## src/aalo_pkg.sv

```systemverilog
// Shared constants and types for the accumulator add/logic execution block.
// Assumes a single 40 MHz core clock and a synchronous active-high reset.

package aalo_pkg;

  // ----------------------------------------------------------------
  // Bus geometry
  // ----------------------------------------------------------------
  localparam int unsigned ADDR_W   = 5;
  localparam int unsigned DATA_W   = 32;
  localparam int unsigned BYTE_W   = 8;
  localparam int unsigned BE_W     = 4;

  // ----------------------------------------------------------------
  // Register byte offsets
  // ----------------------------------------------------------------
  localparam logic [ADDR_W-1:0] ACC_OFS  = 5'h00;
  localparam logic [ADDR_W-1:0] MEM_OFS  = 5'h04;
  localparam logic [ADDR_W-1:0] IMM_OFS  = 5'h08;
  localparam logic [ADDR_W-1:0] STAT_OFS = 5'h0C;
  localparam logic [ADDR_W-1:0] CMD_OFS  = 5'h10;

  // ----------------------------------------------------------------
  // Status field positions
  // ----------------------------------------------------------------
  localparam int unsigned CARRY_BIT = 0;
  localparam int unsigned HALF_BIT  = 1;
  localparam int unsigned ZERO_BIT  = 2;
  localparam int unsigned OVF_BIT   = 3;
  localparam int unsigned FLAGS_W   = 4;
  localparam int unsigned OP_W      = 3;
  localparam int unsigned NIB_W     = 4;

  // ----------------------------------------------------------------
  // Reset values
  // ----------------------------------------------------------------
  localparam logic [BYTE_W-1:0] BYTE_RST  = 8'h00;
  localparam logic [DATA_W-1:0] RDATA_RST = 32'h0000_0000;

  // ----------------------------------------------------------------
  // Operation codes
  // ----------------------------------------------------------------
  typedef enum logic [OP_W-1:0] {
    SUM_CARRY_INTO_ACC     = 3'h0,
    SUM_CARRY_INTO_MEM     = 3'h1,
    SUM_INTO_ACC           = 3'h2,
    SUM_IMM_INTO_ACC       = 3'h3,
    SUM_INTO_MEM           = 3'h4,
    BITWISE_MASK_INTO_ACC  = 3'h5,
    BITWISE_MASK_IMM_INTO_ACC = 3'h6,
    BITWISE_MASK_INTO_MEM  = 3'h7
  } aalo_op_type;

  // ----------------------------------------------------------------
  // Sequencer states
  // ----------------------------------------------------------------
  typedef enum logic [2:0] {
    ST_IDLE = 3'b001,
    ST_READ = 3'b010,
    ST_EXEC = 3'b100
  } aalo_state_type;

endpackage : aalo_pkg

```

## src/aalo_adder.sv

```systemverilog
// Eight-bit adder with carry, half-carry and signed overflow outputs.
// Assumes operands arrive from flip-flops on the same clock.

module aalo_adder
  import aalo_pkg::*;
(
  input  wire logic [BYTE_W-1:0] a_i,
  input  wire logic [BYTE_W-1:0] b_i,
  input  wire logic              cin_i,
  output logic      [BYTE_W-1:0] sum_o,
  output logic                   carry_o,
  output logic                   half_o,
  output logic                   ovf_o
);

  // ----------------------------------------------------------------
  // Sum and flags
  // ----------------------------------------------------------------
  logic [BYTE_W:0] full;
  logic [NIB_W:0]  low;

  always_comb
  begin
    full    = {1'b0, a_i} + {1'b0, b_i} + {8'h00, cin_i};
    low     = {1'b0, a_i[NIB_W-1:0]} + {1'b0, b_i[NIB_W-1:0]} + {4'h0, cin_i};
    sum_o   = full[BYTE_W-1:0];
    carry_o = full[BYTE_W];                                         // RULE9
    half_o  = low[NIB_W];                                           // RULE9
    ovf_o   = (a_i[BYTE_W-1] == b_i[BYTE_W-1]) &&
              (full[BYTE_W-1] != a_i[BYTE_W-1]);                    // RULE9
  end

endmodule : aalo_adder

```

## src/aalo_core.sv

```systemverilog
// Accumulator add / AND execution unit with an Avalon-MM register slave.
// Assumes an Avalon-MM master on sys_clk_i that holds requests while waitrequest is high.
// What this block does
// RULE1: Add with carry into the accumulator sums acc, memory byte and carry and sets all four flags.
// RULE2: Add with carry into memory writes acc plus byte plus carry back to memory, acc kept.
// RULE3: Plain add into the accumulator sums acc and memory byte without carry, all four flags.
// RULE4: Immediate add sums acc and the literal into the accumulator, all four flags.
// RULE5: Add into memory writes acc plus byte back to memory and sets all four flags.
// RULE6: AND into the accumulator with the memory byte changes only the zero flag.
// RULE7: AND of acc with the literal into the accumulator changes only the zero flag.
// RULE8: AND into memory writes acc AND byte back to memory and changes only the zero flag.
// RULE9: Carry is bit 7 carry out, half carry is bit 3 carry out, overflow is signed, zero is all zero.

module aalo_core
  import aalo_pkg::*;
(
  input  wire logic              sys_clk_i,
  input  wire logic              sys_rst_i,
  input  wire logic [ADDR_W-1:0] avs_address_i,
  input  wire logic              avs_read_i,
  input  wire logic              avs_write_i,
  input  wire logic [DATA_W-1:0] avs_writedata_i,
  input  wire logic [BE_W-1:0]   avs_byteenable_i,
  output logic      [DATA_W-1:0] avs_readdata_o,
  output logic                   avs_waitrequest_o,
  output logic      [BYTE_W-1:0] acc_o,
  output logic      [BYTE_W-1:0] mem_o,
  output logic                   carry_flag_o,
  output logic                   half_carry_flag_o,
  output logic                   zero_flag_o,
  output logic                   signed_overflow_flag_o
);

  // ----------------------------------------------------------------
  // State record
  // ----------------------------------------------------------------
  typedef struct packed {
    aalo_state_type    state;
    aalo_op_type       op;
    logic [BYTE_W-1:0] acc;
    logic [BYTE_W-1:0] mem;
    logic [BYTE_W-1:0] imm;
    logic              carry;
    logic              half;
    logic              zero;
    logic              ovf;
    logic [DATA_W-1:0] rdata;
  } aalo_regs_type;

  aalo_regs_type regs_ff;
  aalo_regs_type nxt_regs;

  // ----------------------------------------------------------------
  // Operation decode
  // ----------------------------------------------------------------
  function automatic logic op_uses_carry(input aalo_op_type op);
    op_uses_carry = (op == SUM_CARRY_INTO_ACC) || (op == SUM_CARRY_INTO_MEM);
  endfunction : op_uses_carry

  function automatic logic op_uses_imm(input aalo_op_type op);
    op_uses_imm = (op == SUM_IMM_INTO_ACC) || (op == BITWISE_MASK_IMM_INTO_ACC);
  endfunction : op_uses_imm

  function automatic logic op_is_mask(input aalo_op_type op);
    op_is_mask = (op == BITWISE_MASK_INTO_ACC) || (op == BITWISE_MASK_IMM_INTO_ACC) ||
                 (op == BITWISE_MASK_INTO_MEM);
  endfunction : op_is_mask

  function automatic logic op_to_mem(input aalo_op_type op);
    op_to_mem = (op == SUM_CARRY_INTO_MEM) || (op == SUM_INTO_MEM) ||
                (op == BITWISE_MASK_INTO_MEM);
  endfunction : op_to_mem

  // ----------------------------------------------------------------
  // Datapath
  // ----------------------------------------------------------------
  logic [BYTE_W-1:0] operand_b;
  logic              carry_in;
  logic [BYTE_W-1:0] add_sum;
  logic              add_carry;
  logic              add_half;
  logic              add_ovf;
  logic [BYTE_W-1:0] result;

  always_comb
  begin
    operand_b = op_uses_imm(regs_ff.op) ? regs_ff.imm : regs_ff.mem;         // RULE4 RULE7
    carry_in  = op_uses_carry(regs_ff.op) ? regs_ff.carry : 1'b0;            // RULE1 RULE3
    result    = op_is_mask(regs_ff.op) ? (regs_ff.acc & operand_b) : add_sum; // RULE6
  end

  aalo_adder u_adder (
    .a_i     (regs_ff.acc),
    .b_i     (operand_b),
    .cin_i   (carry_in),
    .sum_o   (add_sum),
    .carry_o (add_carry),
    .half_o  (add_half),
    .ovf_o   (add_ovf)
  );

  // ----------------------------------------------------------------
  // Read mux
  // ----------------------------------------------------------------
  function automatic logic [DATA_W-1:0] read_word(input aalo_regs_type r,
                                                  input logic [ADDR_W-1:0] addr);
    logic [DATA_W-1:0] w;
    w = RDATA_RST;
    case (addr)
      ACC_OFS:  w[BYTE_W-1:0] = r.acc;
      MEM_OFS:  w[BYTE_W-1:0] = r.mem;
      IMM_OFS:  w[BYTE_W-1:0] = r.imm;
      STAT_OFS:
      begin
        w[CARRY_BIT] = r.carry;
        w[HALF_BIT]  = r.half;
        w[ZERO_BIT]  = r.zero;
        w[OVF_BIT]   = r.ovf;
      end
      CMD_OFS:  w[OP_W-1:0] = r.op;
      default:  w = RDATA_RST;
    endcase
    read_word = w;
  endfunction : read_word

  // ----------------------------------------------------------------
  // Next state
  // ----------------------------------------------------------------
  always_comb
  begin
    nxt_regs = regs_ff;
    case (regs_ff.state)
      ST_IDLE:
      begin
        if (avs_write_i)
        begin
          if (avs_byteenable_i[0])
          begin
            case (avs_address_i)
              ACC_OFS:  nxt_regs.acc = avs_writedata_i[BYTE_W-1:0];
              MEM_OFS:  nxt_regs.mem = avs_writedata_i[BYTE_W-1:0];
              IMM_OFS:  nxt_regs.imm = avs_writedata_i[BYTE_W-1:0];
              STAT_OFS:
              begin
                nxt_regs.carry = avs_writedata_i[CARRY_BIT];
                nxt_regs.half  = avs_writedata_i[HALF_BIT];
                nxt_regs.zero  = avs_writedata_i[ZERO_BIT];
                nxt_regs.ovf   = avs_writedata_i[OVF_BIT];
              end
              CMD_OFS:
              begin
                nxt_regs.op    = aalo_op_type'(avs_writedata_i[OP_W-1:0]);
                nxt_regs.state = ST_EXEC;
              end
              default: nxt_regs.state = ST_IDLE;
            endcase
          end
        end
        else if (avs_read_i)
        begin
          nxt_regs.rdata = read_word(regs_ff, avs_address_i);
          nxt_regs.state = ST_READ;
        end
      end
      ST_READ:
      begin
        nxt_regs.state = ST_IDLE;
      end
      ST_EXEC:
      begin
        if (op_to_mem(regs_ff.op))
          nxt_regs.mem = result;                                    // RULE2 RULE5 RULE8
        else
          nxt_regs.acc = result;                                    // RULE1 RULE3 RULE4 RULE6 RULE7
        nxt_regs.zero = (result == BYTE_RST);                       // RULE9
        if (!op_is_mask(regs_ff.op))
        begin
          nxt_regs.carry = add_carry;                               // RULE9
          nxt_regs.half  = add_half;                                // RULE9
          nxt_regs.ovf   = add_ovf;                                 // RULE9
        end
        nxt_regs.state = ST_IDLE;
      end
      default:
      begin
        nxt_regs.state = ST_IDLE;
      end
    endcase
  end

  // ----------------------------------------------------------------
  // Registers
  // ----------------------------------------------------------------
  always_ff @(posedge sys_clk_i)
  begin
    if (sys_rst_i)
    begin
      regs_ff.state <= ST_IDLE;
      regs_ff.op    <= SUM_CARRY_INTO_ACC;
      regs_ff.acc   <= BYTE_RST;
      regs_ff.mem   <= BYTE_RST;
      regs_ff.imm   <= BYTE_RST;
      regs_ff.carry <= 1'b0;
      regs_ff.half  <= 1'b0;
      regs_ff.zero  <= 1'b0;
      regs_ff.ovf   <= 1'b0;
      regs_ff.rdata <= RDATA_RST;
    end
    else
    begin
      regs_ff <= nxt_regs;
    end
  end

  // ----------------------------------------------------------------
  // Outputs
  // ----------------------------------------------------------------
  always_comb
  begin
    avs_waitrequest_o = (avs_read_i || avs_write_i) &&
                        !((regs_ff.state == ST_IDLE) && avs_write_i) &&
                        !((regs_ff.state == ST_READ) && avs_read_i);
  end

  assign avs_readdata_o         = regs_ff.rdata;
  assign acc_o                  = regs_ff.acc;
  assign mem_o                  = regs_ff.mem;
  assign carry_flag_o           = regs_ff.carry;
  assign half_carry_flag_o      = regs_ff.half;
  assign zero_flag_o            = regs_ff.zero;
  assign signed_overflow_flag_o = regs_ff.ovf;

  logic [BYTE_W:0]  h_adc;
  logic [BYTE_W:0]  h_add;
  logic [BYTE_W:0]  h_addi;
  logic [NIB_W:0]   h_low;
  logic             h_exec;
  logic [FLAGS_W-2:0] h_flags;

  always_comb
  begin
    h_adc   = {1'b0, regs_ff.acc} + {1'b0, regs_ff.mem} + {8'h00, regs_ff.carry};
    h_add   = {1'b0, regs_ff.acc} + {1'b0, regs_ff.mem};
    h_addi  = {1'b0, regs_ff.acc} + {1'b0, regs_ff.imm};
    h_low   = {1'b0, regs_ff.acc[NIB_W-1:0]} + {1'b0, regs_ff.mem[NIB_W-1:0]};
    h_exec  = (regs_ff.state == ST_EXEC);
    h_flags = {regs_ff.ovf, regs_ff.half, regs_ff.carry};
  end
endmodule : aalo_core

```

## config.mk

```make
export PLATFORM = sky130hd
export DESIGN_NAME = aalo_core
export DESIGN_NICKNAME = d
export VERILOG_FILES = /design/src/aalo_pkg.sv /design/src/aalo_adder.sv /design/src/aalo_core.sv
export SDC_FILE = /design/constraint.sdc
export NUM_CORES = 1
export LEC_CHECK = 0
export BUFFER_PORTS_ARGS = -buffer_cell sky130_fd_sc_hd__buf_2
export CAP_MARGIN = 30
export CORE_ASPECT_RATIO = 1.25
export CORE_UTILIZATION = 56
export DETAILED_ROUTE_END_ITERATION = 10
export PLACE_DENSITY = 0.89
export SYNTH_ARGS = -nofsm -noshare
export SYNTH_HDL_FRONTEND = slang
export SYNTH_SLANG_ARGS = --single-unit
```

## constraint.sdc

```tcl
create_clock -name sys_clk_i -period 4.3 [get_ports sys_clk_i]
set_input_delay 0.86 -clock sys_clk_i [delete_from_list [all_inputs] [get_ports sys_clk_i]]
set_output_delay 0.86 -clock sys_clk_i [all_outputs]
set_load 0.01 [all_outputs]
```

==> qor.csv, run 1 <==
stage;metric;value;unit
yosys;synthCells;350;
clocking;cts-resized-gates;0;
setup_path;cp_max_fo;8;
clocking;clkLatencyLatePin;0.29;ns
clocking;numCtsBuffers;5;
sta;rsz0062_at_grt;false;
yosys;ys_seq_area_share;27.73;%
drt;num_vias;2644;
clocking;cts_sinks;42;
clocking;clock_path_buffers;2;
sta;finalMaxSlewViolations;0;
setup_path;cp.required;4.51;ns
global_routing;grt_max_degree;44;
global_routing;top_usage_layer;met2;
worst_hold_path;min_path_type;flop to flop;
yosys;synth_seq_cells;42;
clocking;ctsHtreeMaxLevel;2;
clocking;path_clk_slew;0.08;ns
finish;area_growth;1.775;%
yosys;syn-cell-area;3032;um2
sta;fin_crit;3.380;ns
global_routing;gr-usage-all-layers;26.64;%
finish;fin_nets;417;
drt;wl;7272;um
drt;ant_nets;0;
sta;setup_viol;0;
setup_path;critPathArrivalTime;3.59;ns
setup_path;critPathKind;flop to flop;
global_routing;antenna_found_initial;0;
clocking;post-cts-setup-buffers;0;
drt;avgViaCountPerCell;6.221;
global_routing;use_met2;43.20;%
global_routing;grt_pass1_vias;2437;
place;gp_congestion;0.9288;
sta;fin_ws;0.9197;ns
run_status;status;completed;
global_routing;grt.met3_usage;3.261;%
sta;slew_headroom;37.35;%
sta;fmax;0.2958;GHz
global_routing;grt_pass1_wl;11690;um
global_routing;grt_overflow;0;
run;max_cap_viol_count;0;
yosys;synth_top_area_share;27.73;%
die;rows;29;
yosys;synth_ff_type;dfxtp_1;
setup_path;end_kind;flop;
place;dp_slack;0.9968;ns
yosys;synth_cell_types;64;
sta;finalCritPeriodShare;78.61;%
power_and_ir_drop;ir_drop;0.1261;mV
die;pin_count;98;
sta;fin_skew;0.008249;ns
power_and_ir_drop;power.density;240.4;nW/um2
die;initial_core_util;58.84;%
sta;tightestPinTransition;0.9378;ns
yosys;yosys-top-cells-area;dfxtp_1 28%, buf_4 12%, mux2i_1 6.6%;
power_and_ir_drop;power.total;0.7417;mW
yosys;synth.most_common_cell;buf_4;
yosys;synth_edf_count;0;
place;numPortBuffers;46;
die;die_y;84.26;um
clocking;tritoncts;yes;
drt;drtPass1Iterations;7;
finish;layout-drive-gt1-share;23.69;%
setup_path;startpoint_type;flop;
place;dp_hpwl;5339;um
drt;drt_iter0_markers;279;
yosys;ys_warn_count;0;
die;die_area;5714;um2
clocking;clockRootBuffer;clkbuf_8;
finish;diodes;0;
yosys;synth_top_area_cell;dfxtp_1;
yosys;async_reset_ff_share;0;%
clocking;cts_hold_buf;0;
sta;fin_setup_tns;0;ns
drt;wl_per_cell;17.11;um
sta;hold_ws;0.4470;ns
power_and_ir_drop;power.leakage;1.326;nW
global_routing;grt_util_met1;34.06;%
drt;remaining_drc_errors;0;
sta;report.final.hold_viol_count;0;
yosys;avgSynthCellArea;8.662;um2
die;coreArea;5152;um2
yosys;yosys-top-cells-count;48 x buf_4, 42 x dfxtp_1, 42 x nor2_1;
die;fp.dieW;67.81;um
## stage by stage
step | utilization [%] | area, um2 | instances
after global routing | 59.88 | 3085 | 425
after CTS | 59.88 | 3085 | 425
final | 59.88 | 3085 | 425
after floorplan | - | 3118 | 373
after global placement | 58.11 | 2994 | 417
after detailed placement | 58.11 | 2994 | 417
## state kept, by name, indices dropped and copies added, names as in the netlist
register	flops
half_carry_flag_o	1
avs_readdata_o	8
signed_overflow_flag_o	1
acc_o	8
zero_flag_o	1
regs_ff	14
mem_o	8
carry_flag_o	1
## power by group
| part | total [mW] | internal [mW] | switching [mW] |
|---|---|---|---|
| clock | 0.264 | 0.130 | 0.135 |
| combinational | 0.0805 | 0.0255 | 0.0550 |
| sequential | 0.397 | 0.393 | 0.00404 |
| total | 0.742 | 0.548 | 0.194 |
## cell usage in the layout (no fill, tap or decap), drive strengths merged, types with 2 or more instances in the layout
master / count
a221oi: 3
nor2b: 3
a22oi: 4
xnor2: 3
nor3b: 2
a21oi: 12
or2: 2
mux4: 4
o21a: 2
mux2: 9
a31oi: 5
a21bo: 2
nor3: 6
a311oi: 2
nand3: 6
a211oi: 17
or3b: 2
a22o: 2
dfxtp: 42
nor4: 3
a21o: 2
xor2: 2
and4: 2
inv: 10
a211o: 3
nand2b: 2
nand4: 3
conb: 24
nor2: 47
nand2: 16
ha: 8
buf: 47
mux2i: 20
clkbuf: 7
o21ai: 11
a32oi: 4
and3: 3
fa: 2
## layer usage
| metal | up-vias | share of wire [%] |
|---|---|---|
| li1 | 1226 | - |
| met1 | 1261 | 41 |
| met2 | 131 | 50 |
| met3 | 26 | 6.5 |
| met4 | 0 | 3.1 |
| met5 | - | 0 |
## cell type report
type                    count  area (um2)
fillers                   463        2067
clock inverters             1       5.005
flip-flops and latches     42       840.8
repair buffers             47       237.7
well taps                  62       77.57
multi-input cells         256        1800
clock buffers               7       86.33
inverters                  10       37.54
## final timing paths
path	end	cells after the start	start	slack [ns]
min	avs_readdata_o[3]$_SDFFE_PP0P_	2	avs_readdata_o[3]$_SDFFE_PP0P_	0.45
max reg2reg	zero_flag_o$_SDFFE_PP0P_	11	regs_ff[62]$_SDFFE_PP0P_	0.92
min reg2reg	avs_readdata_o[3]$_SDFFE_PP0P_	2	avs_readdata_o[3]$_SDFFE_PP0P_	0.45
max	zero_flag_o$_SDFFE_PP0P_	11	regs_ff[62]$_SDFFE_PP0P_	0.92
## logic make-up after synthesis
family          synth area share (%)
buf+inv                        15.72
other cells                   0.1237
compound gates                 20.43
fa+ha+maj                      4.623
flops                          27.73
mux                            12.92
simple gates                   17.00
xor+xnor                       1.445
## worst max-delay path, stage by stage, from the launching register on
cell and delay (ns):
dfxtp_1 0.47, xor2_1 0.27, nand2_1 0.33, mux2_2 0.36
fa_1 0.20, inv_1 0.06, fa_1 0.50, inv_1 0.04
a2111oi_0 0.43, nor4b_1 0.30, nand4bb_1 0.16, o31ai_1 0.19
(Power assumes the default switching activity.)
==> run 2, diff against run 1 <==
- CORE_UTILIZATION: 56 -> 52
- PLACE_DENSITY: 0.89 -> 0.84
- clock period: 4.3 -> 3.15 ns (I/O delays scaled with it)
==> qor.csv, run 2 (synthesis gave the netlist of run 1 again) <==
stage;metric;value;unit;change
finish;diodes;0;;unchanged
setup_path;worstReg2RegEnd;acc_o[6]$_SDFFE_PP0P_;;
global_routing;grt_pass1_vias;2593;;+6.4%
clocking;ctsHtreeMaxLevel;2;;unchanged
clocking;clock_path_buffers;2;;unchanged
setup_path;end_kind;flop;;
die;rows;30;;+3.4%
run;max_cap_viol_count;0;;unchanged
sta;fmax;0.3436;GHz;+16%
die;pin_count;98;;unchanged
sta;fin_ws;0.2394;ns;-0.6803 ns
clocking;clkLatencyLatePin;0.30;ns;about the same
finish;regMostFlops;regs_ff;;
drt;drtPass1Iterations;8;;+1
setup_path;r2r_start;regs_ff[60]$_SDFFE_PP0P_;;
worst_hold_path;whs_endpoint;avs_readdata_o[3]$_SDFFE_PP0P_;;
die;fp.dieW;70.30;um;+3.7%
drt;wl;7390;um;+1.6%
drt;remaining_drc_errors;0;;unchanged
finish;layout_common_cells;46 x buf_2, 42 x nor2_1, 41 x dfxtp_1;;
power_and_ir_drop;ir_drop;0.1310;mV;+3.9%
global_routing;grt_pass1_wl;12010;um;+2.8%
die;coreArea;5518;um2;+7.1%
global_routing;antenna_found_initial;0;;unchanged
sta;fin_crit;2.911;ns;-0.4697 ns
finish;area_growth;3.219;%;
drt;avgViaCountPerCell;6.269;;+0.76%
power_and_ir_drop;power.density;317.3;nW/um2;+32%
finish;layout_commonest_cell;buf_2;;
clocking;cts_sinks;42;;unchanged
place;dp_hpwl;5434;um;+1.8%
die;die_y;87.37;um;+3.7%
sta;finalCritPeriodShare;92.40;%;+14 points
sta;finalMaxSlewViolations;0;;unchanged
die;initial_core_util;54.94;%;-3.9 points
sta;setup_viol;0;;unchanged
place;numPlacedInstances;425;;+1.9%
worst_hold_path;holdPathStages;2;;unchanged
place;numPortBuffers;46;;unchanged
place;gp_congestion;1.035;;+11%
clocking;numCtsBuffers;5;;unchanged
finish;layout-drive-gt1-share;25.54;%;+1.9 points
global_routing;grt_overflow;0;;unchanged
drt;wl_per_cell;17.11;um;about the same
sta;tightestPinTransition;0.8287;ns;-0.1091 ns
setup_path;critPathArrivalTime;3.06;ns;-0.53 ns
drt;num_vias;2708;;+2.4%
sta;fin_skew;0.008571;ns;+0.0003227 ns
setup_path;rrSetupSlack;0.24;ns;-0.68 ns
sta;rsz0062_at_grt;false;;
run_status;status;completed;;
worst_hold_path;min_path_type;flop to flop;;
place;dp_slack;0.1921;ns;-0.8047 ns
die;die_area;6142;um2;+7.5%
setup_path;cp_max_fo;7;;-1
drt;ant_nets;0;;unchanged
global_routing;gr-usage-all-layers;24.77;%;-1.9 points
clocking;clockRootBuffer;clkbuf_8;;
setup_path;r2r_cells;11;;unchanged
finish;final_util;56.71;%;-3.2 points
global_routing;grt_max_degree;44;;unchanged
clocking;tritoncts;yes;;
setup_path;cp.required;3.30;ns;-1.21 ns
power_and_ir_drop;power.leakage;1.353;nW;+2.0%
clocking;path_clk_slew;0.08;ns;about the same
drt;drt_iter0_markers;232;;-17%
sta;report.final.hold_viol_count;0;;unchanged
worst_hold_path;hp-start;avs_readdata_o[3]$_SDFFE_PP0P_;;
clocking;cts_hold_buf;0;;unchanged
power_and_ir_drop;power.total;0.9928;mW;+34%
setup_path;startpoint_type;flop;;
sta;slew_headroom;44.76;%;+7.4 points
finish;fin_nets;423;;+1.4%
finish;instances_no_fill;432;;+1.6%
sta;fin_setup_tns;0;ns;unchanged
finish;largest_reg_flops;14;;unchanged
setup_path;critPathKind;flop to flop;;
-- run 2: report_power, final --
group	total [mW]	internal [mW]	switching (mW)
Sequential	0.542	0.536	0.00583
Combinational	0.111	0.0357	0.0754
Clock	0.340	0.149	0.191
Total	0.993	0.721	0.272
-- run 2: through the flow --
step / cell area [um2] / hold WS, ns
after global placement: 3042 / 0.4376
after detailed placement: 3042 / 0.4432
final: 3129 / 0.4510
after CTS: 3120 / 0.4535
after floorplan: 3118 / 0.4323
after global routing: 3129 / 0.4624
-- run 2: area by class of cell --
class	instances	area [um2]
Clock inverter	2	10.01
Multi-Input combinational cell	256	1808
Tap cell	64	80.08
Inverter	10	37.54
Sequential cell	42	842.1
Clock buffer	5	68.82
Fill cell	499	2389
Timing Repair Buffer	53	282.8
-- run 2: how the worst max path moves through the flow --
stage,start,endpoint,slack (ns),cells after the start
floorplan,regs_ff[62]$_SDFFE_PP0P_,zero_flag_o$_SDFFE_PP0P_,0.35,12
global placement,regs_ff[60]$_SDFFE_PP0P_,mem_o[6]$_SDFFE_PP0P_,0.26,11
detailed placement,regs_ff[60]$_SDFFE_PP0P_,mem_o[6]$_SDFFE_PP0P_,0.19,11
CTS,regs_ff[60]$_SDFFE_PP0P_,acc_o[6]$_SDFFE_PP0P_,0.16,11
global route,regs_ff[60]$_SDFFE_PP0P_,mem_o[7]$_SDFFE_PP0P_,0.05,10
finish,regs_ff[60]$_SDFFE_PP0P_,acc_o[6]$_SDFFE_PP0P_,0.24,11
-- run 2: timing repair --
action,4_1_cts,5_1_grt
setup endpoints to repair,0,8
gates resized for setup,0,2
buffers inserted,0,0
-- run 2: critical path: stages, from the launching register on --
cell and delay, ns:
dfxtp_2 0.42, xor2_2 0.21, nand2_1 0.11, buf_4 0.21, mux2_2 0.25, inv_1 0.05
fa_1 0.41, nand2b_1 0.17, a211oi_1 0.40, o21ai_0 0.14, a31oi_1 0.27, a211oi_1 0.11
-- run 2: layer usage --
layer	GRT usage (%)	wire length, um	vias to the layer above
met3	4.745	535	25
met5	0	0	-
li1	-	-	1234
met2	43.29	3776	146
met4	17.09	233	0
met1	26.92	2845	1303
